$ cat src/design/synth_ctl_pkg.sv
// Package for the synthesizer control block: register map, fields, reset values.
// Assumes a 32-bit APB slave with one register per aligned word.
package synth_ctl_pkg;
  localparam logic [7:0] ADDR_CLKOUT = 8'h00;
  localparam logic [7:0] ADDR_BAND = 8'h04;
  localparam logic [7:0] ADDR_TRIM = 8'h08;
  localparam logic [7:0] ADDR_LOCK = 8'h0C;
  localparam logic [7:0] ADDR_DIV_BASE = 8'h10;
  localparam logic [7:0] ADDR_IRQ_STAT = 8'h28;
  localparam logic [7:0] ADDR_IRQ_MASK = 8'h2C;
  localparam logic [7:0] ADDR_MODE = 8'h30;
  localparam int DIV_COUNT = 6;
  localparam int DIV_FIRST_INDEX = 6;
  localparam int CLKOUT_EN_BIT = 0;
  localparam int CLKOUT_DIV_LSB = 1;
  localparam int CLKOUT_DIV_W = 3;
  localparam int LOCK_FLAG_BIT = 0;
  localparam int LOCK_PIN_EN_BIT = 1;
  localparam logic CLKOUT_EN_RST = 1'b1;
  localparam logic [2:0] CLKOUT_DIV_RST = 3'h0;
  localparam logic [1:0] BAND_RST = 2'h0;
  localparam logic [1:0] TRIM_RST = 2'h0;
  localparam logic [7:0] DIV_RST = 8'h00;
  localparam logic [1:0] IRQ_STAT_RST = 2'h0;
  localparam logic [1:0] IRQ_MASK_RST = 2'h0;
  localparam logic MODE_SLEEP_RST = 1'b0;
  localparam int SYNC_STAGES = 3;
endpackage

$ cat src/design/clk_divider.sv
// Power-of-two divider of the reference clock, gated by an enable.
// Assumes the reference enters as a synchronised level; output toggles in CLK.
`timescale 1ns/1ps
module clk_divider (
  input wire logic clk,
  input wire logic srst,
  input wire logic ref_in,
  input wire logic enable,
  input wire logic [2:0] ratio,
  output logic clk_out
);
  import synth_ctl_pkg::*;
  logic ref_d_ff;
  logic [7:0] cnt_ff;
  logic out_ff;
  logic rise;
  assign rise = ref_in & ~ref_d_ff;
  // Edge detect on the synchronised reference
  always_ff @(posedge clk) begin
    if (srst) begin
      ref_d_ff <= 1'b0;
    end else begin
      ref_d_ff <= ref_in;
    end
  end
  // Counts reference edges; held at zero when disabled to save toggling
  always_ff @(posedge clk) begin
    if (srst || !enable) begin
      cnt_ff <= 8'h00;
    end else if (rise) begin
      cnt_ff <= cnt_ff + 8'h01;
    end
  end
  // Ratio 0 passes the reference, else bit ratio-1 of the count is 1/2^ratio
  always_ff @(posedge clk) begin
    if (srst || !enable) begin
      out_ff <= 1'b0;
    end else if (ratio == 3'h0) begin
      out_ff <= ref_in;
    end else begin
      out_ff <= cnt_ff[ratio - 3'h1];
    end
  end
  assign clk_out = out_ff;
endmodule

$ cat src/design/sync_in.sv
// Three-flop input synchroniser; output changes once stages two and three agree.
// Assumes the input is asynchronous to CLK.
`timescale 1ns/1ps
module sync_in (
  input wire logic clk,
  input wire logic srst,
  input wire logic d,
  output logic q
);
  import synth_ctl_pkg::*;
  logic [SYNC_STAGES-1:0] stage_ff;
  logic q_ff;
  // Shift chain; first stage only feeds the second
  always_ff @(posedge clk) begin
    if (srst) begin
      stage_ff <= '0;
    end else begin
      stage_ff <= {stage_ff[SYNC_STAGES-2:0], d};
    end
  end
  // Accept a change only once the last two stages agree
  always_ff @(posedge clk) begin
    if (srst) begin
      q_ff <= 1'b0;
    end else if (stage_ff[1] == stage_ff[2]) begin
      q_ff <= stage_ff[2];
    end
  end
  assign q = q_ff;
endmodule

$ cat src/design/synth_ctl.sv
// Synthesizer control and lock status block with APB register access.
// Assumes reference and lock inputs arrive from outside the CLK domain.
// Behaviour
// - When clock output enable is set the reference or its divided version drives the clock output pin.
// - The clock output is divided by two to the power of the value in the clock output divider field.
// - The clock output works in every mode except sleep, where it is held off.
// - After reset the clock output is enabled with no software write.
// - Each tank trim step up from 00 raises the tuning voltage about 60 mV.
// - Lock status is a readable flag that stays set until software writes a one to it.
// - With lock pin enable set the lock pin mirrors the lock status.
// - Six divider bytes for two frequency sets sit at configuration indices 6 to 11.
`timescale 1ns/1ps
module synth_ctl (
  input wire logic CLK,
  input wire logic SRST,
  input wire logic PSEL,
  input wire logic PENABLE,
  input wire logic PWRITE,
  input wire logic [7:0] PADDR,
  input wire logic [31:0] PWDATA,
  output logic [31:0] PRDATA,
  output logic PREADY,
  output logic PSLVERR,
  input wire logic XTAL_REF,
  input wire logic SYNTH_LOCKED,
  output logic CLOCK_OUT,
  output logic LOCK_PIN,
  output logic [1:0] SYNTH_BAND_SELECT,
  output logic [1:0] OSCILLATOR_TANK_TRIM,
  output logic [47:0] DIVIDER_BYTES,
  output logic IRQ
);
  import synth_ctl_pkg::*;

  logic clock_out_enable_ff;
  logic [2:0] clock_out_divider_ff;
  logic [1:0] synth_band_select_ff;
  logic [1:0] oscillator_tank_trim_ff;
  logic synth_lock_flag_ff;
  logic lock_pin_enable_ff;
  logic sleep_mode_ff;
  logic [7:0] div_ff [DIV_COUNT];
  logic [1:0] irq_stat_ff;
  logic [1:0] irq_mask_ff;
  logic [31:0] prdata_ff;
  logic pslverr_ff;
  logic lock_pin_ff;
  logic irq_ff;
  logic clock_out_ff;
  logic lock_prev_ff;
  logic ref_sync;
  logic lock_sync;
  logic div_clk;
  logic pready_ff;
  logic wr_en;
  logic wr_clkout;
  logic wr_band;
  logic wr_trim;
  logic wr_lock;
  logic wr_stat;
  logic wr_mask;
  logic wr_mode;
  logic addr_ok;
  logic lock_rise;
  logic lock_fall;
  logic [31:0] nxt_prdata;

  // Bus strobes; ready is up in the first access cycle, so no wait states
  assign wr_en = PSEL & PENABLE & PWRITE & pready_ff;
  assign lock_rise = lock_sync & ~lock_prev_ff;
  assign lock_fall = ~lock_sync & lock_prev_ff;

  // Per-register write strobes, decoded once for all update processes but the divider bytes, which decode their own
  assign wr_clkout = wr_en & (PADDR == ADDR_CLKOUT);
  assign wr_band = wr_en & (PADDR == ADDR_BAND);
  assign wr_trim = wr_en & (PADDR == ADDR_TRIM);
  assign wr_lock = wr_en & (PADDR == ADDR_LOCK);
  assign wr_stat = wr_en & (PADDR == ADDR_IRQ_STAT);
  assign wr_mask = wr_en & (PADDR == ADDR_IRQ_MASK);
  assign wr_mode = wr_en & (PADDR == ADDR_MODE);

  // Address decode; divider words cover six consecutive words
  always_comb begin
    addr_ok = 1'b0;
    if (PADDR[1:0] == 2'h0) begin
      case (PADDR)
        ADDR_CLKOUT, ADDR_BAND, ADDR_TRIM, ADDR_LOCK, ADDR_IRQ_STAT, ADDR_IRQ_MASK, ADDR_MODE: begin
          addr_ok = 1'b1;
        end
        default: begin
          addr_ok = (PADDR >= ADDR_DIV_BASE) && (PADDR < ADDR_IRQ_STAT);
        end
      endcase
    end
  end

  // Inputs from the crystal and the analog lock detector
  sync_in u_ref_sync (
    .clk(CLK),
    .srst(SRST),
    .d(XTAL_REF),
    .q(ref_sync)
  );
  sync_in u_lock_sync (
    .clk(CLK),
    .srst(SRST),
    .d(SYNTH_LOCKED),
    .q(lock_sync)
  );

  // Divider counts only when enabled and not asleep; otherwise its count and output are held at zero, but its reference edge flop keeps running
  clk_divider u_div (
    .clk(CLK),
    .srst(SRST),
    .ref_in(ref_sync),
    .enable(clock_out_enable_ff & ~sleep_mode_ff),
    .ratio(clock_out_divider_ff),
    .clk_out(div_clk)
  );

  // Clock output control; enabled out of reset
  always_ff @(posedge CLK) begin
    if (SRST) begin
      clock_out_enable_ff <= CLKOUT_EN_RST;
      clock_out_divider_ff <= CLKOUT_DIV_RST;
    end else if (wr_clkout) begin
      clock_out_enable_ff <= PWDATA[CLKOUT_EN_BIT];
      clock_out_divider_ff <= PWDATA[CLKOUT_DIV_LSB +: CLKOUT_DIV_W];
    end
  end

  // Clock output pin register
  always_ff @(posedge CLK) begin
    if (SRST) begin
      clock_out_ff <= 1'b0;
    end else begin
      clock_out_ff <= div_clk & clock_out_enable_ff & ~sleep_mode_ff;
    end
  end

  // Band select, driven to the analog side; software owns the encoding
  always_ff @(posedge CLK) begin
    if (SRST) begin
      synth_band_select_ff <= BAND_RST;
    end else if (wr_band) begin
      synth_band_select_ff <= PWDATA[1:0];
    end
  end

  // Tank trim; stored as written, software steps it while watching the tuning voltage
  always_ff @(posedge CLK) begin
    if (SRST) begin
      oscillator_tank_trim_ff <= TRIM_RST;
    end else if (wr_trim) begin
      oscillator_tank_trim_ff <= PWDATA[1:0];
    end
  end

  // Sleep mode control
  always_ff @(posedge CLK) begin
    if (SRST) begin
      sleep_mode_ff <= MODE_SLEEP_RST;
    end else if (wr_mode) begin
      sleep_mode_ff <= PWDATA[0];
    end
  end

  // Divider bytes; range limits are software's job, stored as written
  genvar gi;
  generate
    for (gi = 0; gi < DIV_COUNT; gi++) begin : g_div
      always_ff @(posedge CLK) begin
        if (SRST) begin
          div_ff[gi] <= DIV_RST;
        end else if (wr_en && PADDR == ADDR_DIV_BASE + 8'(4 * gi)) begin
          div_ff[gi] <= PWDATA[7:0];
        end
      end
      assign DIVIDER_BYTES[8*gi +: 8] = div_ff[gi];
    end
  endgenerate

  // Lock edge detector on the synchronised level
  always_ff @(posedge CLK) begin
    if (SRST) begin
      lock_prev_ff <= 1'b0;
    end else begin
      lock_prev_ff <= lock_sync;
    end
  end

  // Sticky lock flag; a new lock in the clearing cycle wins
  always_ff @(posedge CLK) begin
    if (SRST) begin
      synth_lock_flag_ff <= 1'b0;
    end else if (lock_rise) begin
      synth_lock_flag_ff <= 1'b1;
    end else if (wr_lock && PWDATA[LOCK_FLAG_BIT]) begin
      synth_lock_flag_ff <= 1'b0;
    end
  end

  // Lock pin enable
  always_ff @(posedge CLK) begin
    if (SRST) begin
      lock_pin_enable_ff <= 1'b0;
    end else if (wr_lock) begin
      lock_pin_enable_ff <= PWDATA[LOCK_PIN_EN_BIT];
    end
  end

  // Lock pin mirrors the sticky status while enabled
  always_ff @(posedge CLK) begin
    if (SRST) begin
      lock_pin_ff <= 1'b0;
    end else begin
      lock_pin_ff <= lock_pin_enable_ff & synth_lock_flag_ff;
    end
  end

  // Interrupt status: bit0 lock gained, bit1 lock lost; set wins over clear
  always_ff @(posedge CLK) begin
    if (SRST) begin
      irq_stat_ff <= IRQ_STAT_RST;
    end else if (wr_stat) begin
      irq_stat_ff <= (irq_stat_ff & ~PWDATA[1:0]) | {lock_fall, lock_rise};
    end else begin
      irq_stat_ff <= irq_stat_ff | {lock_fall, lock_rise};
    end
  end

  // Interrupt mask
  always_ff @(posedge CLK) begin
    if (SRST) begin
      irq_mask_ff <= IRQ_MASK_RST;
    end else if (wr_mask) begin
      irq_mask_ff <= PWDATA[1:0];
    end
  end

  // Level interrupt, one cycle behind the status
  always_ff @(posedge CLK) begin
    if (SRST) begin
      irq_ff <= 1'b0;
    end else begin
      irq_ff <= |(irq_stat_ff & irq_mask_ff);
    end
  end

  // Read mux
  always_comb begin
    nxt_prdata = 32'h00000000;
    case (PADDR)
      ADDR_CLKOUT: nxt_prdata = {28'h0000000, clock_out_divider_ff, clock_out_enable_ff};
      ADDR_BAND: nxt_prdata = {30'h00000000, synth_band_select_ff};
      ADDR_TRIM: nxt_prdata = {30'h00000000, oscillator_tank_trim_ff};
      ADDR_LOCK: nxt_prdata = {30'h00000000, lock_pin_enable_ff, synth_lock_flag_ff};
      ADDR_IRQ_STAT: nxt_prdata = {30'h00000000, irq_stat_ff};
      ADDR_IRQ_MASK: nxt_prdata = {30'h00000000, irq_mask_ff};
      ADDR_MODE: nxt_prdata = {31'h00000000, sleep_mode_ff};
      default: begin
        for (int i = 0; i < DIV_COUNT; i++) begin
          if (PADDR == ADDR_DIV_BASE + 8'(4 * i)) begin
            nxt_prdata = {24'h000000, div_ff[i]};
          end
        end
      end
    endcase
  end

  // Read data and error captured in setup phase, presented in access phase
  always_ff @(posedge CLK) begin
    if (SRST) begin
      prdata_ff <= 32'h00000000;
      pslverr_ff <= 1'b0;
    end else if (PSEL && !PENABLE) begin
      prdata_ff <= PWRITE ? 32'h00000000 : nxt_prdata;
      pslverr_ff <= ~addr_ok;
    end else if (!PSEL) begin
      pslverr_ff <= 1'b0;
    end
  end

  // Ready only in the access phase, so each transfer ends after one access cycle
  always_ff @(posedge CLK) begin
    if (SRST) begin
      pready_ff <= 1'b0;
    end else begin
      pready_ff <= PSEL & ~PENABLE;
    end
  end

  assign PRDATA = prdata_ff;
  assign PSLVERR = pslverr_ff;
  assign PREADY = pready_ff;
  assign CLOCK_OUT = clock_out_ff;
  assign LOCK_PIN = lock_pin_ff;
  assign SYNTH_BAND_SELECT = synth_band_select_ff;
  assign OSCILLATOR_TANK_TRIM = oscillator_tank_trim_ff;
  assign IRQ = irq_ff;
endmodule

$ cat config.mk
export PLATFORM = sky130hd
export DESIGN_NAME = synth_ctl
export DESIGN_NICKNAME = d
export VERILOG_FILES = /design/src/design/synth_ctl_pkg.sv /design/src/design/clk_divider.sv /design/src/design/sync_in.sv /design/src/design/synth_ctl.sv
export SDC_FILE = /design/constraint.sdc
export NUM_CORES = 1
export LEC_CHECK = 0
export ABC_AREA = 1
export BUFFER_PORTS_ARGS = -buffer_cell sky130_fd_sc_hd__buf_2
export CAP_MARGIN = 5
export CORE_AREA = 5 5 108 135
export CTS_CLUSTER_SIZE = 10
export DETAILED_ROUTE_END_ITERATION = 12
export DIE_AREA = 0 0 113 140
export PLACE_DENSITY = 0.65
export SLEW_MARGIN = 30
export SYNTH_ARGS = -nofsm -noshare
export SYNTH_HDL_FRONTEND = slang
export SYNTH_SLANG_ARGS = --single-unit
$ cat constraint.sdc
create_clock -name CLK -period 3 [get_ports CLK]
set_input_delay 0.15 -clock CLK [delete_from_list [all_inputs] [get_ports CLK]]
set_output_delay 0.15 -clock CLK [all_outputs]
set_load 0.005 [all_outputs]
**Word-level counts from Yosys, hierarchy flattened**

Memory sizes are Yosys's and may differ from the RTL's.
Index checks and enable logic that the tools add are counted.

- Register bits after elaboration: 71
- Memory bits (writable): 48
- Word-level logic and storage cells: 141
- Memories kept: 1

Memory list:

| name | words | width | read ports | clocked after Yosys merged registers in | write ports | line | RTL |
|---|---|---|---|---|---|---|---|
| div_ff | 6 | 8 | 6 | 0 | 6 | synth_ctl.sv:42 | `logic [7:0] div_ff [DIV_COUNT];` |

- Add/subtract/negate cells: 2
- Order comparisons: 3
- Equality and inequality tests: 15
- Muxes and demuxes: 44
- Bitwise logic cells: 35
- Reductions and logical operators: 18

Operators with widths:

| cell | count |
|---|---|
| 32-bit one-hot mux with 7 select lines | 1 |
| 32-bit 2-to-1 mux | 6 |
| 8-bit 2-to-1 mux | 7 |
| 8-bit by 6-bit equality test with 1-bit output, second input constant | 5 |
| 8-bit by 5-bit equality test with 1-bit output, second input constant | 4 |
| 1-bit 2-to-1 mux | 28 |
| 1-bit AND | 18 |
| 8-bit by 4-bit equality test with 1-bit output, second input constant | 2 |
| 1-bit logical AND | 9 |
| 8-bit by 1-bit adder with 8-bit output, second input constant | 1 |
| 8-bit by 3-bit equality test with 1-bit output, second input constant | 1 |
| 8-bit by 5-bit greater-or-equal comparator with 1-bit output, second input constant | 1 |
| 8-bit zero test | 1 |
| 8-bit by 6-bit < comparator with 1-bit output, second input constant | 1 |
| 7-bit OR reduction | 1 |
| 1-bit inverter | 6 |
| 1-bit bitwise OR | 6 |
| 2-bit AND | 2 |
| 3-bit by 4-bit < comparator with 1-bit output, second input constant | 1 |
| 2-bit bitwise OR | 2 |
| 1-bit binary-select mux with 3-bit select | 1 |
| 3-bit zero test | 1 |
| 3-bit by 1-bit subtractor with 3-bit output, second input constant | 1 |
| 1-bit equality test | 2 |
| other kinds (8) | 9 |

**Longest topological paths before layout**

Gate-level depths: netlist of run 1.

- Depth in word-level cells: 9
- Gate-level depth with buffers: 11
- Depth with buffers taken out: 11

**Modules after synthesis**

From an unflattened synthesis of run 1, not the netlist that was laid out.

- Cells, all modules: 556
- Area, all modules: 4,600.7 um2

By module, submodules not included:

| module | instances | cells each | area each (um2) | seq. area each (um2) |
|---|---|---|---|---|
| synth_ctl | 1 | 435 | 3,731.1 | 2,021.9 |
| clk_divider | 1 | 95 | 626.9 | 200.2 |
| sync_in | 2 | 13 | 121.4 | 80.1 |

**Worst setup path before layout of run 1**

Ideal clock, no wire load.

- Path kind: in2reg
- Start: input port PADDR[1]
- End: memory div_ff[5][0] (enable)
- Setup time: 0.384 ns
- Arrival time: 1.301 ns
- Required time: 2.616 ns
- Path slack: 1.315 ns
- Cell stages on the path: 5
- Buffers on the path: 0
- Cell sequence: inv_1 > nand2_1 > nor2_2 > nand2_2 > o21ai_0

RTL lines:

| item | line | RTL |
|---|---|---|
| start, declared | synth_ctl.sv:19 | `input wire logic [7:0] PADDR,` |
| end, declared | synth_ctl.sv:42 |  |

==> impl_results.html, run 1 <==
<table>
<tr><th>Metric</th><th>Value</th></tr>
<tr><th colspan="2">Critical path</th></tr>
<tr><td>Cell breakdown of the critical path</td><td>nand3_1 &gt; inv_1 &gt; nand2_1 &gt; nand2_1</td></tr>
<tr><td>Class of the most critical setup path</td><td>register to register</td></tr>
<tr><td>Library cell contributing the largest single delay on the critical path</td><td>sky130_fd_sc_hd__inv_1</td></tr>
<tr><td>Crit-path max cell delay</td><td>0.57 ns</td></tr>
<tr><td>Crit path max fanout</td><td>14</td></tr>
<tr><td>Worst path arrival time</td><td>between 1.5 and 2 ns</td></tr>
<tr><td>Launching element type of the critical path</td><td>register</td></tr>
<tr><td>Library cell appearing most often on the critical path</td><td>sky130_fd_sc_hd__nand2_1</td></tr>
<tr><td>Data required time of the worst path</td><td>3.00 ns</td></tr>
<tr><td>Endpoint class of the critical path</td><td>register</td></tr>
<tr><th colspan="2">GRT</th></tr>
<tr><td>Antenna violations before repair</td><td>0</td></tr>
<tr><td>Global route overflow</td><td>0</td></tr>
<tr><td>Global-route wire length before repair</td><td>18900 µm</td></tr>
<tr><td>Total GRT Usage</td><td>0.1511</td></tr>
<tr><td>Pin count of the biggest net entering global routing</td><td>25</td></tr>
<tr><td>Number of global-route vias before repair</td><td>between 3000 and 4000</td></tr>
<tr><th colspan="2">Synthesis</th></tr>
<tr><td>Number of synthesized register bits</td><td>95</td></tr>
<tr><td>Fraction of the yosys area taken by sequential cells</td><td>0.5324</td></tr>
<tr><td>Top-area cell type share of the netlist area</td><td>0.3221</td></tr>
<tr><td>Cell count after synthesis</td><td>541</td></tr>
<tr><td>Count of flip-flops with a built-in enable after synthesis</td><td>48</td></tr>
<tr><td>Synth area leader</td><td>sky130_fd_sc_hd__edfxtp_1</td></tr>
<tr><td>Avg Synthesized Cell Area</td><td>8.270 µm²</td></tr>
<tr><td>Most instantiated flip-flop cell in the synthesis netlist</td><td>sky130_fd_sc_hd__edfxtp_1</td></tr>
<tr><td>Synth area leaders</td><td>sky130_fd_sc_hd__edfxtp_1 (32%), sky130_fd_sc_hd__dfxtp_1 (21%), sky130_fd_sc_hd__nor2_1 (9.3%)</td></tr>
<tr><td>Yosys warning count</td><td>0</td></tr>
<tr><td>Commonest cells in the netlist</td><td>sky130_fd_sc_hd__nor2_1 (111), sky130_fd_sc_hd__nand2_1 (101), sky130_fd_sc_hd__inv_1 (56), sky130_fd_sc_hd__edfxtp_1 (48), sky130_fd_sc_hd__dfxtp_1 (47)</td></tr>
<tr><td>Cell with the most instances after synthesis</td><td>sky130_fd_sc_hd__nor2_1</td></tr>
<tr><td>Yosys cell types</td><td>32</td></tr>
<tr><td>Share of synthesized registers carrying an async set or reset</td><td>0</td></tr>
<tr><td>Post-synthesis instance area</td><td>0.004474 mm²</td></tr>
<tr><th colspan="2">Timing</th></tr>
<tr><td>Min Clock Period, post-route</td><td>1.956 ns</td></tr>
<tr><td>Post-route clock period utilization</td><td>0.6520</td></tr>
<tr><td>Final setup viols</td><td>0</td></tr>
<tr><td>Maximum clock frequency</td><td>0.5113 GHz</td></tr>
<tr><td>Worst Max-Slew Pin Slew</td><td>between 0.7 and 0.8 ns</td></tr>
<tr><td>RSZ-0062 raised after global routing</td><td>no</td></tr>
<tr><td>Setup skew after layout</td><td>0.008016 ns</td></tr>
<tr><td>Final Hold Viols</td><td>0</td></tr>
<tr><td>Summed negative setup slack over all endpoints</td><td>0 ns</td></tr>
<tr><td>Max Transition Viols Final</td><td>0</td></tr>
<tr><td>Remaining max-slew budget at the tightest pin</td><td>0.5247</td></tr>
<tr><th colspan="2">Clock tree</th></tr>
<tr><td>Clock latency of the later-clocked register in the worst-skew pair</td><td>0.34 ns</td></tr>
<tr><td>CTS sink count</td><td>95</td></tr>
<tr><td>H-tree levels</td><td>3</td></tr>
<tr><td>Root buffer cell</td><td>sky130_fd_sc_hd__clkbuf_16</td></tr>
<tr><td>Clock buffer count from CTS</td><td>9</td></tr>
<tr><td>Post-CTS Resized</td><td>0</td></tr>
<tr><td>CTS tree</td><td>built</td></tr>
<tr><td>Register clock-pin slew on the reported worst setup and hold paths</td><td>0.07 ns</td></tr>
<tr><td>Number of buffers inserted to repair setup after CTS</td><td>0</td></tr>
<tr><td>Buffer levels on the longest clock path</td><td>2</td></tr>
<tr><td>Hold Buf Count CTS</td><td>0</td></tr>
<tr><th colspan="2">Detailed routing</th></tr>
<tr><td>Total via count after detailed routing</td><td>3746</td></tr>
<tr><td>Total wire length</td><td>11920 µm</td></tr>
<tr><td>1st-pass router iterations</td><td>4</td></tr>
<tr><td>DRT iter0 DRCs</td><td>136</td></tr>
<tr><td>Residual antenna-violating net count after detailed routing</td><td>0</td></tr>
<tr><td>Routed len/inst</td><td>14.76 µm</td></tr>
<tr><td>DRC violation count after routing</td><td>0</td></tr>
<tr><td>Routed via count divided by cell count</td><td>4.636</td></tr>
<tr><th colspan="2">Placed design</th></tr>
<tr><td>Total of buffers placed on input and output ports</td><td>87</td></tr>
<tr><td>Final GP Congestion</td><td>0.8856</td></tr>
<tr><td>Cell count after placement</td><td>slightly below 800</td></tr>
<tr><td>Post-DP HPWL</td><td>9383 µm</td></tr>
<tr><th colspan="2">Pwr</th></tr>
<tr><td>Overall power consumption</td><td>0.002710 W</td></tr>
<tr><td>Leakage power total</td><td>2.414 nW</td></tr>
<tr><td>Highest ir drop seen on vdd</td><td>roughly 0.37 mV</td></tr>
<tr><td>Power Density</td><td>between 500 and 600 mW/mm²</td></tr>
<tr><th colspan="2">Finish</th></tr>
<tr><td>Fill count</td><td>around 1300</td></tr>
<tr><td>Final-stage net count</td><td>682</td></tr>
<tr><td>Non-filler instance count after layout</td><td>~810</td></tr>
<tr><td>Antenna diode count</td><td>0</td></tr>
<tr><td>Share of layout cells above drive strength 1</td><td>0.2135</td></tr>
<tr><td>Area overhead of the layout relative to synthesis</td><td>18.85%</td></tr>
<tr><th colspan="2">Floorplanning</th></tr>
<tr><td>Vertical die dimension</td><td>around 140 µm</td></tr>
<tr><td>Initial Utilization</td><td>0.3412</td></tr>
<tr><td>Die width</td><td>113 µm</td></tr>
<tr><td>Placement row count</td><td>47</td></tr>
<tr><td>Number of ports placed on the die boundary</td><td>136</td></tr>
<tr><td>Core Area</td><td>about 0.013 mm²</td></tr>
<tr><td>Die Area</td><td>between 0.015 and 0.02 mm²</td></tr>
<tr><th colspan="2">Status</th></tr>
<tr><td>Status</td><td>completed</td></tr>
<tr><th colspan="2">Flow run</th></tr>
<tr><td>Reported max-cap violation count</td><td>0</td></tr>
<tr><th colspan="2">Worst hold path</th></tr>
<tr><td>Class of the tightest hold or removal check</td><td>input pin to register</td></tr>
</table>
## routing by layer
layer | GRT usage | wire length (µm)
met5 | 0 | 0
met4 | 0.05380 | 288
met3 | 0.05306 | 829
met2 | 0.2759 | 6230
met1 | 0.1588 | 4574
## worst max-delay path: cells and delay by family (launching register included)
kind,cells,cell delay (ns)
buffers and inverters,1,0.57
DFF,1,0.33
and+or+nand+nor,3,0.72
## final timing paths
check | slack (ns) | cells after the start | start | to
worst max-delay path | 1.04 | 4 | PREADY$_SDFF_PP0_ | div_ff[1][1]$_SDFFCE_PN0P_
worst min-delay path | 0.02 | 3 | XTAL_REF | u_ref_sync.stage_ff[0]$_SDFF_PP0_
worst max register to register | 1.04 | 4 | PREADY$_SDFF_PP0_ | div_ff[1][1]$_SDFFCE_PN0P_
worst min register to register | 0.41 | 2 | u_lock_sync.stage_ff[0]$_SDFF_PP0_ | u_lock_sync.stage_ff[1]$_SDFF_PP0_
## final cells by class
cell class | instances | area [µm²] | area share
Clock buffer | 10 | 239.0 | 0.04494
Clock inverter | 6 | 67.56 | 0.01271
Inverter | 63 | 236.5 | 0.04447
Multi-Input combinational cell | 374 | 1728 | 0.3249
Sequential cell | 95 | 2382 | 0.4480
Tap cell | 171 | 214.0 | 0.04024
Timing Repair Buffer | 89 | 450.4 | 0.08471
## cells in the final DEF (no fill, tap or decap), drive strengths merged, types with 2 or more instances in the layout
cell	netlist	layout
edfxtp	48	48
nor3	3	3
nand3	30	30
nand2	106	106
nor2	123	123
a31oi	2	2
dfxtp	47	47
ha	3	3
clkbuf	7	10
buf	25	89
nor4	2	2
nor3b	2	2
nand4	4	4
clkinv	1	4
inv	62	64
a21oi	42	42
o21ai	27	27
conb	1	24
## cell families (layout without fill, tap and decap cells)
logic type | after synthesis | count (layout) | synth area share
AND/OR/NAND/NOR | 271 | 271 | 0.2690
flip-flops | 95 | 95 | 0.5324
buffers and inverters | 95 | 168 | 0.1007
AO/OA/AOI/OAI | 75 | 75 | 0.08669
adder cells (fa/ha/maj) | 3 | 3 | 0.008390
other | 1 | 24 | 0.0008381
XOR/XNOR | 1 | 1 | 0.001958
## per-stage QoR
stage | hold WS [ns] | utilization | area (µm²) | setup WS, ns
2_1_floorplan | 0.2570 | - | 4561 | 1.315
3_3_place_gp | 0.3514 | 0.3821 | 5011 | 0.8803
3_5_place_dp | 0.3679 | 0.3821 | 5011 | 0.7565
4_1_cts | 0.01006 | 0.4055 | 5318 | 0.9669
5_1_grt | 0.02100 | 0.4055 | 5318 | 0.8709
6_report | 0.01615 | 0.4055 | 5318 | 1.044
## registers in the layout, summed over array words and instances (netlist names), 2 cells and up
name                  cells
div_ff                   48
PRDATA                    8
u_div.cnt_ff              8
clock_out_divider_ff      3
u_lock_sync.stage_ff      3
u_ref_sync.stage_ff       3
OSCILLATOR_TANK_TRIM      2
SYNTH_BAND_SELECT         2
irq_mask_ff               2
irq_stat_ff               2
## power by group
group	switching (W)	leakage (nW)	internal, W
combinational	0.000104	1.37	0.0000401
clock	0.000499	0.153	0.000674
sequential	0.0000116	0.895	0.00138
total	0.000614	2.41	0.00210
(Power assumes the default switching activity.)
==> run 2: changes to the inputs <==
==> constraint.sdc (replaced) <==
create_clock -name CLK -period 1.95 [get_ports CLK]
set_input_delay 0.0975 -clock CLK [delete_from_list [all_inputs] [get_ports CLK]]
set_output_delay 0.0975 -clock CLK [all_outputs]
set_load 0.005 [all_outputs]
==> run 2 against run 1 <==
Compared with the run above:
- first-iteration DRC count grew 60%
- power increased by 55%
- clock power increased by 57%
- highest routed layer unchanged
- maximum frequency is 17% higher
- non-clock buffer count up 8
- die area is the same
- largest power group unchanged
==> impl_results.html, run 2 (synthesis gave the netlist of run 1 again) <==
<table>
<tr><th>Metric</th><th>Value</th></tr>
<tr><th colspan="2">Status</th></tr>
<tr><td>Status</td><td>completed</td></tr>
<tr><th colspan="2">Clock tree</th></tr>
<tr><td>Clock latency of the later-clocked register in the worst-skew pair</td><td>0.35 ns</td></tr>
<tr><td>Register clock-pin slew on the reported worst setup and hold paths</td><td>0.07 ns</td></tr>
<tr><td>Buffer levels on the longest clock path</td><td>2</td></tr>
<tr><td>Root buffer cell</td><td>sky130_fd_sc_hd__clkbuf_16</td></tr>
<tr><td>Number of buffers inserted to repair setup after CTS</td><td>0</td></tr>
<tr><td>H-tree levels</td><td>3</td></tr>
<tr><td>Clock buffer count from CTS</td><td>9</td></tr>
<tr><td>CTS tree</td><td>built</td></tr>
<tr><td>CTS sink count</td><td>95</td></tr>
<tr><th colspan="2">Pwr</th></tr>
<tr><td>Power Density</td><td>approximately 800 mW/mm²</td></tr>
<tr><td>Leakage power total</td><td>2.459 nW</td></tr>
<tr><td>Highest ir drop seen on vdd</td><td>0.5460 mV</td></tr>
<tr><th colspan="2">Finish</th></tr>
<tr><td>Final-stage net count</td><td>690</td></tr>
<tr><td>Area of all placed cells without fillers</td><td>0.005385 mm²</td></tr>
<tr><td>Max FFs per register</td><td>48</td></tr>
<tr><td>Top library cells by usage in the layout, fill and taps aside</td><td>sky130_fd_sc_hd__nor2_1 (111), sky130_fd_sc_hd__nand2_1 (101), sky130_fd_sc_hd__buf_2 (87)</td></tr>
<tr><td>Antenna diode count</td><td>0</td></tr>
<tr><td>Commonest non-fill, non-tap cell in the layout</td><td>sky130_fd_sc_hd__nor2_1</td></tr>
<tr><td>Footprint of the flip-flops and latches</td><td>0.002382 mm²</td></tr>
<tr><td>Multi-input gate area in the final layout</td><td>0.001728 mm²</td></tr>
<tr><td>Share of layout cells above drive strength 1</td><td>0.2202</td></tr>
<tr><td>Area overhead of the layout relative to synthesis</td><td>20.36%</td></tr>
<tr><td>Register bank with the most flops</td><td>div_ff</td></tr>
<tr><td>Fill count</td><td>1342</td></tr>
<tr><th colspan="2">Timing</th></tr>
<tr><td>Worst Max-Slew Pin Slew</td><td>0.5439 ns</td></tr>
<tr><td>Max Transition Viols Final</td><td>0</td></tr>
<tr><td>Min Clock Period, post-route</td><td>1.665 ns</td></tr>
<tr><td>Summed negative setup slack over all endpoints</td><td>0 ns</td></tr>
<tr><td>Post-route clock period utilization</td><td>0.8537</td></tr>
<tr><td>Final Hold Viols</td><td>0</td></tr>
<tr><td>Remaining max-slew budget at the tightest pin</td><td>0.6370</td></tr>
<tr><td>RSZ-0062 raised after global routing</td><td>no</td></tr>
<tr><td>Setup skew after layout</td><td>0.005573 ns</td></tr>
<tr><td>Final setup viols</td><td>0</td></tr>
<tr><td>Maximum clock frequency</td><td>0.6007 GHz</td></tr>
<tr><th colspan="2">GRT</th></tr>
<tr><td>Global route overflow</td><td>0</td></tr>
<tr><td>Pin count of the biggest net entering global routing</td><td>25</td></tr>
<tr><td>Global-route wire length before repair</td><td>19130 µm</td></tr>
<tr><td>Number of global-route vias before repair</td><td>3867</td></tr>
<tr><td>Antenna violations before repair</td><td>0</td></tr>
<tr><td>Total GRT Usage</td><td>0.1536</td></tr>
<tr><th colspan="2">Detailed routing</th></tr>
<tr><td>Residual antenna-violating net count after detailed routing</td><td>0</td></tr>
<tr><td>Total wire length</td><td>roughly 12000 µm</td></tr>
<tr><td>Total via count after detailed routing</td><td>3821</td></tr>
<tr><td>Routed via count divided by cell count</td><td>4.683</td></tr>
<tr><td>Routed len/inst</td><td>~15 µm</td></tr>
<tr><td>DRC violation count after routing</td><td>0</td></tr>
<tr><td>1st-pass router iterations</td><td>5</td></tr>
<tr><td>DRT iter0 DRCs</td><td>217</td></tr>
<tr><th colspan="2">Floorplanning</th></tr>
<tr><td>Initial Utilization</td><td>0.3412</td></tr>
<tr><td>Number of ports placed on the die boundary</td><td>136</td></tr>
<tr><td>Die Area</td><td>0.01582 mm²</td></tr>
<tr><td>Placement row count</td><td>47</td></tr>
<tr><td>Die width</td><td>around 110 µm</td></tr>
<tr><td>Core Area</td><td>0.01311 mm²</td></tr>
<tr><td>Vertical die dimension</td><td>140 µm</td></tr>
<tr><th colspan="2">Critical path</th></tr>
<tr><td>Crit path max fanout</td><td>7</td></tr>
<tr><td>Worst path arrival time</td><td>~1.9 ns</td></tr>
<tr><td>Data required time of the worst path</td><td>2.19 ns</td></tr>
<tr><td>Endpoint class of the critical path</td><td>register</td></tr>
<tr><td>Class of the most critical setup path</td><td>register to register</td></tr>
<tr><td>Launching element type of the critical path</td><td>register</td></tr>
<tr><th colspan="2">Placed design</th></tr>
<tr><td>Total of buffers placed on input and output ports</td><td>87</td></tr>
<tr><td>Final GP Congestion</td><td>0.8978</td></tr>
<tr><td>Post-DP HPWL</td><td>9475 µm</td></tr>
<tr><td>Post-placement cell area</td><td>0.005056 mm²</td></tr>
<tr><th colspan="2">Flow run</th></tr>
<tr><td>Reported max-cap violation count</td><td>0</td></tr>
<tr><th colspan="2">Worst hold path</th></tr>
<tr><td>Class of the tightest hold or removal check</td><td>input pin to register</td></tr>
</table>
[run 2: layout make-up]
cell class / instances / area share
Tap cell: 171 / 0.03973
Sequential cell: 95 / 0.4424
Timing Repair Buffer: 97 / 0.09572
Multi-Input combinational cell: 374 / 0.3209
Clock inverter: 7 / 0.01557
Clock buffer: 9 / 0.04182
Inverter: 63 / 0.04391
[run 2: path summary, 6_finish.rpt]
kind | cells after the start | from | slack (ns) | endpoint
max | 9 | clock_out_divider_ff[0]$_SDFFE_PP0P_ | 0.29 | u_div.clk_out$_SDFF_PP0_
min | 2 | SRST | 0.04 | irq_stat_ff[1]$_SDFF_PP0_
max reg2reg | 9 | clock_out_divider_ff[0]$_SDFFE_PP0P_ | 0.29 | u_div.clk_out$_SDFF_PP0_
min reg2reg | 2 | u_lock_sync.stage_ff[0]$_SDFF_PP0_ | 0.41 | u_lock_sync.stage_ff[1]$_SDFF_PP0_
[run 2: where the power goes]
part / switching, W / internal [W] / total, W / leakage (nW)
combinational: 0.000162 / 0.0000696 / 0.000232 / 1.40
sequential: 0.0000185 / 0.00212 / 0.00214 / 0.895
clock: 0.000772 / 0.00107 / 0.00184 / 0.159
total: 0.000953 / 0.00326 / 0.00421 / 2.46
[run 2: critical path: stages (launching register included)]
cell                      delay [ns]
sky130_fd_sc_hd__dfxtp_1        0.44
sky130_fd_sc_hd__inv_1          0.16
sky130_fd_sc_hd__ha_1           0.37
sky130_fd_sc_hd__a21oi_1        0.05
sky130_fd_sc_hd__o21ai_0        0.08
sky130_fd_sc_hd__o21ai_0        0.11
sky130_fd_sc_hd__nand2_1        0.07
sky130_fd_sc_hd__o31ai_1        0.07
sky130_fd_sc_hd__o21ai_0        0.17
sky130_fd_sc_hd__inv_1          0.05
[run 2: metal layers]
layer,up-vias,GRT usage,wire [µm]
met3,22,0.05393,996
li1,1899,-,-
met2,125,0.2675,6171
met5,-,0,0
met1,1775,0.1696,4520
met4,0,0.06203,413
[run 2: repair_timing]
action / CTS / global route
gates resized for setup: 0 / 0
hold buffers: 2 / 0
endpoints found under the hold margin: 2 / 0
[run 2: stage by stage]
stage / worst slack, ns / hold slack [ns] / utilization / total power (W) / instances
after floorplan: 0.3171 / 0.2045 / - / 0.002338 / 564
after global placement: 0.3439 / 0.2979 / 0.3856 / 0.002410 / 798
after detailed placement: 0.2901 / 0.3197 / 0.3856 / 0.002415 / 798
after CTS: 0.2699 / 0.02754 / 0.4106 / 0.004246 / 816
after global routing: 0.1427 / 0.03879 / 0.4106 / 0.004368 / 816
final: 0.2853 / 0.04053 / 0.4106 / 0.004213 / 816
